File: config.mk
export PLATFORM = sky130hd
export DESIGN_NAME = uis_top
export DESIGN_NICKNAME = d
export VERILOG_FILES = /design/src/core/uis_pkg.sv /design/src/core/uis_flag.sv /design/src/core/uis_cross.sv /design/src/core/uis_top.sv
export SDC_FILE = /design/constraint.sdc
export NUM_CORES = 1
export LEC_CHECK = 0
export BUFFER_PORTS_ARGS = -buffer_cell sky130_fd_sc_hd__clkbuf_2
export CORE_ASPECT_RATIO = 1.25
export CORE_MARGIN = 2
export CORE_UTILIZATION = 25
export CTS_BUF_LIST = sky130_fd_sc_hd__clkbuf_4 sky130_fd_sc_hd__clkbuf_8 sky130_fd_sc_hd__clkbuf_16
export CTS_CLUSTER_DIAMETER = 100
export DETAILED_ROUTE_END_ITERATION = 8
export PLACE_DENSITY = 0.48
export SETUP_SLACK_MARGIN = 0.3
export SYNTH_ARGS = -nofsm -noshare
export SYNTH_HDL_FRONTEND = slang
export SYNTH_SLANG_ARGS = --single-unit
File: constraint.sdc
create_clock -name clk_sys_in -period 3.2 [get_ports clk_sys_in]
set_input_delay 0.8 -clock clk_sys_in [delete_from_list [all_inputs] [get_ports clk_sys_in]]
set_output_delay 0.8 -clock clk_sys_in [all_outputs]
set_load 0.005 [all_outputs]
File: src/core/uis_pkg.sv
// Package of register map, field positions and reset values for the interrupt status block.
package uis_pkg;

	// ----------------------------------------------------------------
	// Register offsets (byte addresses).
	// ----------------------------------------------------------------
	localparam logic [11:0] UIS_TRIG_SEL_OFFSET   = 12'h034;
	localparam logic [11:0] UIS_MASK_OFFSET       = 12'h038;
	localparam logic [11:0] UIS_RAW_STATE_OFFSET  = 12'h03c;
	localparam logic [11:0] UIS_MASKED_OFFSET     = 12'h040;
	localparam logic [11:0] UIS_CLEAR_OFFSET      = 12'h044;
	localparam logic [11:0] UIS_IDENT_FOUR_OFFSET = 12'hfd0;

	// ----------------------------------------------------------------
	// Field positions and widths.
	// ----------------------------------------------------------------
	localparam int UIS_NUM_SRC      = 7;
	localparam int UIS_SRC_LSB      = 4;
	localparam int UIS_SRC_MSB      = 10;
	localparam int UIS_BIT_RX       = 0;
	localparam int UIS_BIT_TX       = 1;
	localparam int UIS_BIT_RTO      = 2;
	localparam int UIS_BIT_FRAMING  = 3;
	localparam int UIS_BIT_PARITY   = 4;
	localparam int UIS_BIT_BREAK    = 5;
	localparam int UIS_BIT_OVERRUN  = 6;
	localparam int UIS_LEVEL_W      = 5;
	localparam int UIS_SEL_W        = 3;
	localparam int UIS_RX_SEL_LSB   = 3;
	localparam int UIS_TX_SEL_LSB   = 0;

	// ----------------------------------------------------------------
	// Reset and fixed values.
	// ----------------------------------------------------------------
	localparam logic [3:0] UIS_RAW_LOW_RESET          = 4'hf;
	localparam logic [UIS_NUM_SRC-1:0] UIS_MASK_RESET = 7'h00;
	localparam logic [5:0] UIS_TRIG_SEL_RESET         = 6'h12;
	// Identification byte value is arbitrary.
	localparam logic [7:0] UIS_IDENT_BYTE             = 8'h5a;

	// Trigger level in FIFO entries for a 16-deep FIFO, index by select code.
	localparam logic [UIS_LEVEL_W-1:0] UIS_LVL_1_8 = 5'h02;
	localparam logic [UIS_LEVEL_W-1:0] UIS_LVL_1_4 = 5'h04;
	localparam logic [UIS_LEVEL_W-1:0] UIS_LVL_1_2 = 5'h08;
	localparam logic [UIS_LEVEL_W-1:0] UIS_LVL_3_4 = 5'h0c;
	localparam logic [UIS_LEVEL_W-1:0] UIS_LVL_7_8 = 5'h0e;

endpackage

File: src/core/uis_flag.sv
// One sticky interrupt flag: event sets, write-one clears, set wins.
module uis_flag (
	input  wire logic clk_sys_in,
	input  wire logic rst_n_in,
	input  wire logic en_in,
	input  wire logic set_in,
	input  wire logic clr_in,
	output logic      flag_out
);
	typedef struct packed {
		logic flag;
	} uis_flag_s;

	uis_flag_s st_reg;
	uis_flag_s st_next;

	// Set has priority over a clear in the same cycle.
	always_comb begin
		st_next = st_reg;
		if (set_in) begin
			st_next.flag = 1'b1;
		end else if (clr_in) begin
			st_next.flag = 1'b0;
		end
	end

	// State register.
	always_ff @(posedge clk_sys_in or negedge rst_n_in) begin
		if (!rst_n_in) begin
			st_reg <= '0;
		end else if (en_in) begin
			st_reg <= st_next;
		end
	end

	assign flag_out = st_reg.flag;
endmodule

File: src/core/uis_cross.sv
// Detects the FIFO fill level passing through a trigger level.
module uis_cross (
	input  wire logic                        clk_sys_in,
	input  wire logic                        rst_n_in,
	input  wire logic                        en_in,
	input  wire logic                        rising_in,
	input  wire logic [uis_pkg::UIS_LEVEL_W-1:0] level_in,
	input  wire logic [uis_pkg::UIS_LEVEL_W-1:0] trig_in,
	output logic                             cross_out
);
	import uis_pkg::*;

	typedef struct packed {
		logic [UIS_LEVEL_W-1:0] prev;
	} uis_cross_s;

	uis_cross_s st_reg;
	uis_cross_s st_next;
	logic       now_hit;
	logic       was_hit;

	// Crossing is a change from not reaching to reaching the trigger.
	always_comb begin
		st_next      = st_reg;
		st_next.prev = level_in;
		if (rising_in) begin
			now_hit = level_in >= trig_in;
			was_hit = st_reg.prev >= trig_in;
		end else begin
			now_hit = level_in <= trig_in;
			was_hit = st_reg.prev <= trig_in;
		end
		cross_out = en_in && now_hit && !was_hit;
	end

	// Previous level register.
	always_ff @(posedge clk_sys_in or negedge rst_n_in) begin
		if (!rst_n_in) begin
			st_reg <= '0;
		end else if (en_in) begin
			st_reg <= st_next;
		end
	end
endmodule

File: src/core/uis_top.sv
// Interrupt status, mask and clear logic of a serial port, with register port.
//
// Decided for this implementation: the plain strobed port.
module uis_top (
	input  wire logic                        clk_sys_in,
	input  wire logic                        rst_n_in,
	input  wire logic                        clk_en_in,
	input  wire logic [11:0]                 addr_in,
	input  wire logic [31:0]                 wdata_in,
	input  wire logic                        wr_in,
	input  wire logic                        rd_in,
	output logic      [31:0]                 rdata_out,
	input  wire logic                        overrun_evt_in,
	input  wire logic                        break_evt_in,
	input  wire logic                        parity_evt_in,
	input  wire logic                        framing_evt_in,
	input  wire logic                        rx_timeout_evt_in,
	input  wire logic [uis_pkg::UIS_LEVEL_W-1:0] tx_level_in,
	input  wire logic [uis_pkg::UIS_LEVEL_W-1:0] rx_level_in,
	output logic                             irq_out
);
	import uis_pkg::*;

	// ----------------------------------------------------------------
	// State.
	// ----------------------------------------------------------------
	typedef struct packed {
		logic [UIS_NUM_SRC-1:0] irq_mask_register;
		logic [5:0]             fifo_trigger_select_register;
		logic [31:0]            rdata;
		logic                   irq;
	} uis_top_s;

	uis_top_s st_reg;
	uis_top_s st_next;

	logic [UIS_NUM_SRC-1:0] set_vec;
	logic [UIS_NUM_SRC-1:0] clr_vec;
	logic [UIS_NUM_SRC-1:0] raw_vec;
	logic [UIS_NUM_SRC-1:0] masked_vec;
	logic [UIS_LEVEL_W-1:0] tx_trig;
	logic [UIS_LEVEL_W-1:0] rx_trig;
	logic                   tx_cross;
	logic                   rx_cross;

	// ----------------------------------------------------------------
	// Trigger level decode.
	// ----------------------------------------------------------------

	// Maps a select code to a FIFO level; reserved codes act as half full.
	function automatic logic [UIS_LEVEL_W-1:0] uis_level(input logic [UIS_SEL_W-1:0] sel);
		case (sel)
			3'h0: uis_level = UIS_LVL_1_8;
			3'h1: uis_level = UIS_LVL_1_4;
			3'h2: uis_level = UIS_LVL_1_2;
			3'h3: uis_level = UIS_LVL_3_4;
			3'h4: uis_level = UIS_LVL_7_8;
			default: uis_level = UIS_LVL_1_2;
		endcase
	endfunction

	// Trigger levels from the select register.
	always_comb begin
		tx_trig = uis_level(st_reg.fifo_trigger_select_register[UIS_TX_SEL_LSB +: UIS_SEL_W]);
		rx_trig = uis_level(st_reg.fifo_trigger_select_register[UIS_RX_SEL_LSB +: UIS_SEL_W]);
	end

	// Transmit flag fires as the level falls through its trigger.
	uis_cross u_tx_cross (
		.clk_sys_in (clk_sys_in),
		.rst_n_in   (rst_n_in),
		.en_in      (clk_en_in),
		.rising_in  (1'b0),
		.level_in   (tx_level_in),
		.trig_in    (tx_trig),
		.cross_out  (tx_cross)
	);

	// Receive flag fires as the level rises through its trigger.
	uis_cross u_rx_cross (
		.clk_sys_in (clk_sys_in),
		.rst_n_in   (rst_n_in),
		.en_in      (clk_en_in),
		.rising_in  (1'b1),
		.level_in   (rx_level_in),
		.trig_in    (rx_trig),
		.cross_out  (rx_cross)
	);

	// ----------------------------------------------------------------
	// Sticky flags.
	// ----------------------------------------------------------------

	// Event and clear vectors in source order, receive at index zero.
	always_comb begin
		set_vec                  = '0;
		set_vec[UIS_BIT_RX]      = rx_cross;
		set_vec[UIS_BIT_TX]      = tx_cross;
		set_vec[UIS_BIT_RTO]     = rx_timeout_evt_in;
		set_vec[UIS_BIT_FRAMING] = framing_evt_in;
		set_vec[UIS_BIT_PARITY]  = parity_evt_in;
		set_vec[UIS_BIT_BREAK]   = break_evt_in;
		set_vec[UIS_BIT_OVERRUN] = overrun_evt_in;
		clr_vec = '0;
		if (wr_in && addr_in == UIS_CLEAR_OFFSET) begin
			clr_vec = wdata_in[UIS_SRC_MSB:UIS_SRC_LSB];
		end
	end

	// One flag cell per source.
	for (genvar i = 0; i < UIS_NUM_SRC; i++) begin : g_flag
		uis_flag u_flag (
			.clk_sys_in (clk_sys_in),
			.rst_n_in   (rst_n_in),
			.en_in      (clk_en_in),
			.set_in     (set_vec[i]),
			.clr_in     (clr_vec[i]),
			.flag_out   (raw_vec[i])
		);
	end

	// Masking gates each raw flag.
	assign masked_vec = raw_vec & st_reg.irq_mask_register;

	// ----------------------------------------------------------------
	// Register port and interrupt line.
	// ----------------------------------------------------------------

	// Writes, read data for the next cycle, and the request line.
	always_comb begin
		st_next       = st_reg;
		st_next.rdata = '0;
		st_next.irq   = |masked_vec;
		if (wr_in) begin
			case (addr_in)
				UIS_MASK_OFFSET: begin
					st_next.irq_mask_register = wdata_in[UIS_SRC_MSB:UIS_SRC_LSB];
				end
				UIS_TRIG_SEL_OFFSET: begin
					st_next.fifo_trigger_select_register = wdata_in[5:0];
				end
				default: begin
					st_next.rdata = '0;  // Status, clear and identity need no store.
				end
			endcase
		end
		if (rd_in) begin
			case (addr_in)
				UIS_RAW_STATE_OFFSET: begin
					st_next.rdata[UIS_SRC_MSB:UIS_SRC_LSB] = raw_vec;
					st_next.rdata[3:0] = UIS_RAW_LOW_RESET;
				end
				UIS_MASKED_OFFSET: begin
					st_next.rdata[UIS_SRC_MSB:UIS_SRC_LSB] = masked_vec;
				end
				UIS_MASK_OFFSET: begin
					st_next.rdata[UIS_SRC_MSB:UIS_SRC_LSB] = st_reg.irq_mask_register;
				end
				UIS_TRIG_SEL_OFFSET: begin
					st_next.rdata[5:0] = st_reg.fifo_trigger_select_register;
				end
				UIS_IDENT_FOUR_OFFSET: begin
					st_next.rdata[7:0] = UIS_IDENT_BYTE;
				end
				default: begin
					st_next.rdata = '0;  // Clear register and unmapped read zero
				end
			endcase
		end
	end

	// State register, frozen while the clock enable is low.
	always_ff @(posedge clk_sys_in or negedge rst_n_in) begin
		if (!rst_n_in) begin
			st_reg.irq_mask_register            <= UIS_MASK_RESET;
			st_reg.fifo_trigger_select_register <= UIS_TRIG_SEL_RESET;
			st_reg.rdata                        <= '0;
			st_reg.irq                          <= 1'b0;
		end else if (clk_en_in) begin
			st_reg <= st_next;
		end
	end

	assign rdata_out = st_reg.rdata;
	assign irq_out   = st_reg.irq;
endmodule

==> results.md, run 1 <==
- Status: completed
- Met3 Usage GRT: 0.0191
- DIE AREA: 11300 sq um
- Routed WL per cell: 14.2 microns
- CTS tree: built
- CP required: 3.36 ns
- Crit-path max FO: 7
- Reg2reg setup slack: 1.35 ns
- Clk buf depth: 2
- Combinational power share: 0.105
- Path category of the worst min-delay check: reg -> reg
- Max Clock Freq: 425 MHz
- Starting density of the core: 0.258
- Clk_lat worst skew: 0.28 ns
- Met1 GRT Util: 0.145
- Reg power frac: 0.467
- Data arrival time of the worst path: 2.52 ns
- Reg2reg path depth: 7
- Commonest non-fill, non-tap cell in the layout: clkbuf_2
- Largest net degree at the start of global routing: 43
- # IOs: 97
- CP max-delay cell: nor4b_2
- Synth-to-layout area growth: 14.2%
- Standard-cell row count: 41
- ANT cells: 0
- Cell Int Power: 908 uW
- #FFs+latches synth: 42
- Worst setup margin: 0.848 ns
- H-tree depth: 2
- First-pass GRT wire length: 10.0 mm
- Syn Area/Cell: 10.5 sq um
- Post-cts resize count: 0
- Setup TNS: 0 ns
- Sw Ratio: 0.235
- CTS Buf Count: 5
- Critical Path Start: addr_in[6]
- Hold buffer count at cts: 0
- CP Class: in -> reg
- Slew @ Worst Pin: 0.560 ns
- Initial DRC count: 60
- Core area: 10200 sq um
- Top FF cell, synth: dfrtp_1
- Met2 usage: 0.193
- Post-CTS setup buffer count: 0
- Most Crowded Layer GR: met2
- Tmin final: 2.35 ns
- Placed Instance Area: 2840 sq um
- Clock-pin slew on the worst setup and hold paths: 0.06 ns
- Slew Limit Fails: 0
- CP Cell Sequence: clkbuf_2, nor4b_2, nand4_1, nor2_2, mux2_2
- Worst VDD drop: 0.175 mV
- All-Layer GR Usage: 0.115
- Total power divided by cell area: 397 nW/um^2
- Depth of the worst hold-timing path: 2
- Cells after Synth: 249
- Final net count: 368
- Most frequent cells in the layout: clkbuf_2, dfrtp_1, nand2_1
- Crit end category: flip-flop
- RR Startpoint: st_reg[34]
- Number of port buffers: 54
- Initial antenna violation count: 0
- Chip Height: 118 microns
- DRC errors left: 0
- Final instance area: 2990 sq um
- Place WS: 0.534 ns
- Clock power share: 0.427
- Worst Setup Start Kind: input port
- Root Driver: clkbuf_16
- Largest stage delay, worst path: 0.54 ns
- Hold Violations, Final: 0
- Period utilisation layout: 0.735
- Max reg flops: 13
- RSZ-0062 raised after global routing: no
- YS warnings: 0
- Final wirelength: 6.00 mm
- Hold_ws: 0.493 ns
- Count of final setup violators: 0
- Pre-Repair DR Iteration Count: 4
- Psw: 279 uW
- Sink Count: 42
- Sequential-to-total area share from yosys stat: 0.403
- DR vias: 1919
- GP Congestion: 0.734
- Relative slew slack: 0.627
- Grt total ovfl: 0
- EDFF count, synth: 0
- R2R Path End: g_flag[1].u_flag.flag_out
- Async SR Flop Fraction: 1.00
- P_leak: 1.43 nW
- Remaining antenna violation count after routing: 0
- Netlist cell types: 55
- Chip width: 95.5 microns
- Syn Std Cell Area: 2620 sq um
- Share of cells above drive strength 1: 0.328
- Vias in the first global route: 1974
- CP Capture Point: st_reg[44]
- Layout Skew: 0.00324 ns
- HPWL after detailed placement: 4.81 mm
- Via-per-instance ratio: 4.55
- Max cap viols: 0
==> per-stage QoR <==
stage               std cells  power, mW   util
floorplan                 269      0.649      -
global placement          414      0.690  0.279
detailed placement        414      0.693  0.279
CTS                       422       1.21  0.294
global route              422       1.26  0.294
finish                    422       1.19  0.294
==> synth_stat cells (2+ instances only) <==
master,n,area (sq um)
a21o_1,3,22.5
nand2b_1,2,12.5
mux2_1,6,67.6
nand4_1,3,18.8
a21oi_1,7,35.0
inv_1,8,30.0
ha_1,12,150
a22o_1,9,78.8
nor3_1,5,25.0
clkbuf_1,3,11.3
dfstp_2,2,52.6
nor2_1,9,33.8
buf_6,3,33.8
nand4b_1,2,17.5
dfrtp_1,40,1000
o21ai_0,10,50.1
nand3_1,11,55.1
buf_4,32,240
o2bb2ai_1,3,26.3
and3_2,2,15.0
nor4b_2,2,30.0
mux2i_1,2,20.0
nor2b_1,2,12.5
mux2_2,16,180
or4_4,2,22.5
and4_1,2,17.5
nand2_1,23,86.3
==> layer usage <==
layer,vias to the layer above,wire length [microns]
met3,5,290
met5,-,0
li1,940,-
met4,0,85
met1,927,2610
met2,47,3010
==> worst min-delay path by stage <==
stage / from / end / slack (ns)
floorplan: rdata_out[3] / rdata_out[3] / 0.45
global placement: rdata_out[3] / rdata_out[3] / 0.47
detailed placement: rdata_out[3] / rdata_out[3] / 0.48
CTS: rdata_out[3] / rdata_out[3] / 0.49
global route: u_tx_cross.st_reg[2] / u_tx_cross.st_reg[2] / 0.53
finish: rdata_out[9] / rdata_out[9] / 0.49
==> layout make-up <==
class                   instances  area (sq um)
flip-flops and latches         42          1050
multi-input cells             179          1310
inverters                       8          30.0
repair buffers                 56           285
clock inverters                 2          12.5
fillers                      1101          7170
well taps                     129           161
clock buffers                   6           139
==> power groups by stage <==
stage / clock (mW) / sequential (mW) / combinational (mW)
floorplan: 0 / 0.562 / 0.0872
global placement: 0 / 0.564 / 0.125
detailed placement: 0 / 0.564 / 0.128
CTS: 0.530 / 0.555 / 0.129
global route: 0.554 / 0.556 / 0.145
finish: 0.507 / 0.555 / 0.125
==> worst max-delay path, delay by kind of cell <==
kind          cells  cell delay [ns]
mux               1             0.39
buf+inv           1             0.11
simple gates      3             1.22
==> cells by family after synthesis <==
group                      share of synthesized area
muxes                                          0.102
buffers and inverters                          0.127
DFF                                            0.403
and+or+nand+nor                                0.176
AOI/OAI and AO/OA                              0.133
other                                        0.00143
adders and majority gates                     0.0574
No activity file was read; power rests on OpenSTA's default activity.
==> run 2: changes to the inputs <==
--- a/config.mk
+++ b/config.mk
@@ -5,6 +5,7 @@
 export SDC_FILE = /design/constraint.sdc
 export NUM_CORES = 1
 export LEC_CHECK = 0
+export ABC_AREA = 1
 export BUFFER_PORTS_ARGS = -buffer_cell sky130_fd_sc_hd__clkbuf_2
 export CORE_ASPECT_RATIO = 1.25
 export CORE_MARGIN = 2
@@ -12,7 +13,7 @@
 export CTS_BUF_LIST = sky130_fd_sc_hd__clkbuf_4 sky130_fd_sc_hd__clkbuf_8 sky130_fd_sc_hd__clkbuf_16
 export CTS_CLUSTER_DIAMETER = 100
 export DETAILED_ROUTE_END_ITERATION = 8
-export PLACE_DENSITY = 0.48
+export PLACE_DENSITY = 0.5
 export SETUP_SLACK_MARGIN = 0.3
 export SYNTH_ARGS = -nofsm -noshare
 export SYNTH_HDL_FRONTEND = slang
==> constraint.sdc (replaced) <==
create_clock -name clk_sys_in -period 1.9 [get_ports clk_sys_in]
set_input_delay 0.475 -clock clk_sys_in [delete_from_list [all_inputs] [get_ports clk_sys_in]]
set_output_delay 0.475 -clock clk_sys_in [all_outputs]
set_load 0.005 [all_outputs]
==> run 2 against run 1 <==
  * Worst setup slack worse by 0.45 ns
  * Synthesized cell count up 45%
  * Register-to-register slack worse by 0.95 ns
  * Combinational power up 66%
  * Clock power up 71%
  * First-iteration DRC count up 70%
  * Critical path depth up 3
  * Wire length up 2.3%
  * Die area up 3.0%
  * Global-route usage down 0.39 points
  * Largest power group unchanged
  * Highest routed layer unchanged
==> results.md, run 2 <==
- Status: completed
- Sink Count: 42 (unchanged)
- #FFs+latches synth: 42 (unchanged)
- Tmin final: 1.50 ns
- Standard-cell row count: 42 (+2.4%)
- Highest Signal Layer: met4
- Most common library cells after synthesis: nand2_1, dfrtp_1, nand3_1, buf_4, inv_1
- Util after Layout: 0.298 (+0.00376)
- Filler cells: 1198 (+8.8%)
- Place WS: 0.194 ns (-0.340 ns)
- Path category of the worst min-delay check: in -> async
- Slew Limit Fails: 0 (unchanged)
- DIE AREA: 11600 sq um (+3.0%)
- Slew @ Worst Pin: 0.551 ns (-0.00950 ns)
- Number of port buffers: 54 (unchanged)
- Clk buf depth: 2 (unchanged)
- Worst setup margin: 0.400 ns (-0.448 ns)
- Period utilisation layout: 0.790
- Hold_ws: 0.264 ns (-0.229 ns)
- P_leak: 1.80 nW (+26%)
- All-Layer GR Usage: 0.111 (-0.00390)
- Setup TNS: 0 ns (unchanged)
- Vias in the first global route: 2245 (+14%)
- Placed Instance Area: 2960 sq um (+4.3%)
- Routed length on met2: 3.04 mm (+0.96%)
- Pre-Repair DR Iteration Count: 5 (+1)
- Initial antenna violation count: 0 (unchanged)
- Critical Path Start: st_reg[34]
- Largest net degree at the start of global routing: 43 (unchanged)
- Clk_lat worst skew: 0.28 ns (about the same)
- Synth-to-layout area growth: 16.6%
- GP Congestion: 0.798 (+8.7%)
- CTS Buf Count: 5 (unchanged)
- DR vias: 2260 (+18%)
- Hold buffer count at cts: 0 (unchanged)
- # IOs: 97 (unchanged)
- Max cap viols: 0 (unchanged)
- RR Startpoint: st_reg[34]
- Async SR Flop Fraction: 1.00 (unchanged)
- Starting density of the core: 0.256 (-0.00207)
- Worst VDD drop: 0.388 mV (+120%)
- Top FF cell, synth: dfrtp_1
- Clock-pin slew on the worst setup and hold paths: 0.06 ns (about the same)
- Hold Violations, Final: 0 (unchanged)
- Count of final setup violators: 0 (unchanged)
- Chip width: 96.9 microns (+1.5%)
- Most frequent cells in the layout: nand2_1, clkbuf_2, dfrtp_1
- Data arrival time of the worst path: 1.67 ns (-0.85 ns)
- YS warnings: 0 (unchanged)
- M1 WL: 2.76 mm (+5.8%)
- Commonest non-fill, non-tap cell in the layout: nand2_1
- Root Driver: clkbuf_16
- Syn Std Cell Area: 2700 sq um (+3.2%)
- Crit end category: flip-flop
- H-tree depth: 2 (unchanged)
- Final instance area: 3150 sq um (+5.3%)
- Core area: 10600 sq um (+4.0%)
- Max Clock Freq: 666 MHz
- DRC errors left: 0 (unchanged)
- Synth top area share: 0.371 (-0.0117)
- Initial DRC count: 102 (+70%)
- Final wirelength: 6.13 mm (+2.3%)
- CTS tree: built
- EDFF count, synth: 0 (unchanged)
- CP required: 2.07 ns (-1.29 ns)
- Crit-path max FO: 4 (-3)
- Layout Skew: 0.00611 ns (+0.00287 ns)
- Chip Height: 120 microns (+1.5%)
- Worst Setup Start Kind: flip-flop
- Cells after Synth: 360 (+45%)
- Top cells by area, synth: dfrtp_1, nand2_1, buf_4
- Syn Area/Cell: 7.50 sq um (-29%)
- Yosys top cell by area: dfrtp_1
- Share of cells above drive strength 1: 0.254 (-0.0740)
- ANT cells: 0 (unchanged)
- Most common cell in the netlist: nand2_1
- Final net count: 485 (+32%)
- Sequential-to-total area share from yosys stat: 0.390 (-0.0123)
- CP Class: reg -> reg
- Routed WL per cell: 11.3 microns (-20%)
- HPWL after detailed placement: 4.93 mm (+2.5%)
- Grt total ovfl: 0 (unchanged)
- Remaining antenna violation count after routing: 0 (unchanged)
- Total power divided by cell area: 636 nW/um^2 (+60%)
- Max reg flops: 13 (unchanged)
- Metal3 WL: 252 microns (-13%)
- Relative slew slack: 0.633 (+0.00633)
- Via-per-instance ratio: 4.17 (-8.3%)
- First-pass GRT wire length: 10.4 mm (+3.9%)
- RSZ-0062 raised after global routing: yes
- Netlist cell types: 29 (-47%)
==> run 2: changes by cell type after synthesis, sizes merged, moves of 18 or more <==
cell and change:
o21ai +18, nor2 +19, inv +32, nand3 +25, nand2 +92, mux2 -22
==> run 2: final timing paths <==
check	cells past startpoint	slack (ns)	end
min in group clk_sys_in	3	0.39	g_flag[5].u_flag.flag_out
max reg2reg	8	0.40	g_flag[1].u_flag.flag_out
min reg2reg	2	0.48	rdata_out[6]
max	8	0.40	g_flag[1].u_flag.flag_out
max in group asynchronous	2	1.25	g_flag[4].u_flag.flag_out
min	2	0.26	rdata_out[5]
==> run 2: cells by family after synthesis <==
family,count (synthesis),share of synthesized area
and+or+nand+nor,188,0.311
buffers and inverters,78,0.157
DFF,42,0.390
AOI/OAI and AO/OA,39,0.0848
adders and majority gates,12,0.0556
other,1,0.00139
==> run 2: what timing repair did <==
item,in CTS,in global routing
setup buffers,1,2
resized for setup,2,8
pin swaps,1,4
setup endpoints to repair,1,2
==> run 2: area by class of cell <==
cell class,count,area [sq um],area share
Clock buffer,7,146,0.0465
Sequential cell,42,1050,0.335
Clock inverter,1,5.00,0.00159
Multi-Input combinational cell,260,1310,0.416
Tap cell,132,165,0.0525
Inverter,40,150,0.0477
Timing Repair Buffer,60,315,0.100
==> run 2: per-stage QoR <==
| stage | power (mW) | std cells |
|---|---|---|
| floorplan | 1.08 | 380 |
| global placement | 1.14 | 531 |
| detailed placement | 1.15 | 531 |
| CTS | 2.03 | 540 |
| global route | 2.11 | 542 |
| finish | 2.00 | 542 |
==> run 2: per-layer routing <==
metal / track usage / vias to the layer above
met4: 0.0282 / 0
met1: 0.135 / 1010
met2: 0.196 / 54
li1: - / 1188
met3: 0.0256 / 8
met5: 0 / -
==> run 2: critical path, cell delays in order (launching register included) <==
cell,delay (ns)
dfstp_2,0.55
nor2_1,0.06
ha_1,0.30
a21oi_1,0.15
o21ai_1,0.07
o21ai_1,0.07
nand2_1,0.08
nand3_2,0.06
nand2_1,0.05
==> run 2: where the power goes <==
part	total [mW]	leakage, nW	switching, mW	internal, mW
Combinational	0.207	1.20	0.132	0.0749
Clock	0.868	0.0773	0.332	0.535
Sequential	0.926	0.517	0.0101	0.916
Total	2.00	1.80	0.474	1.53
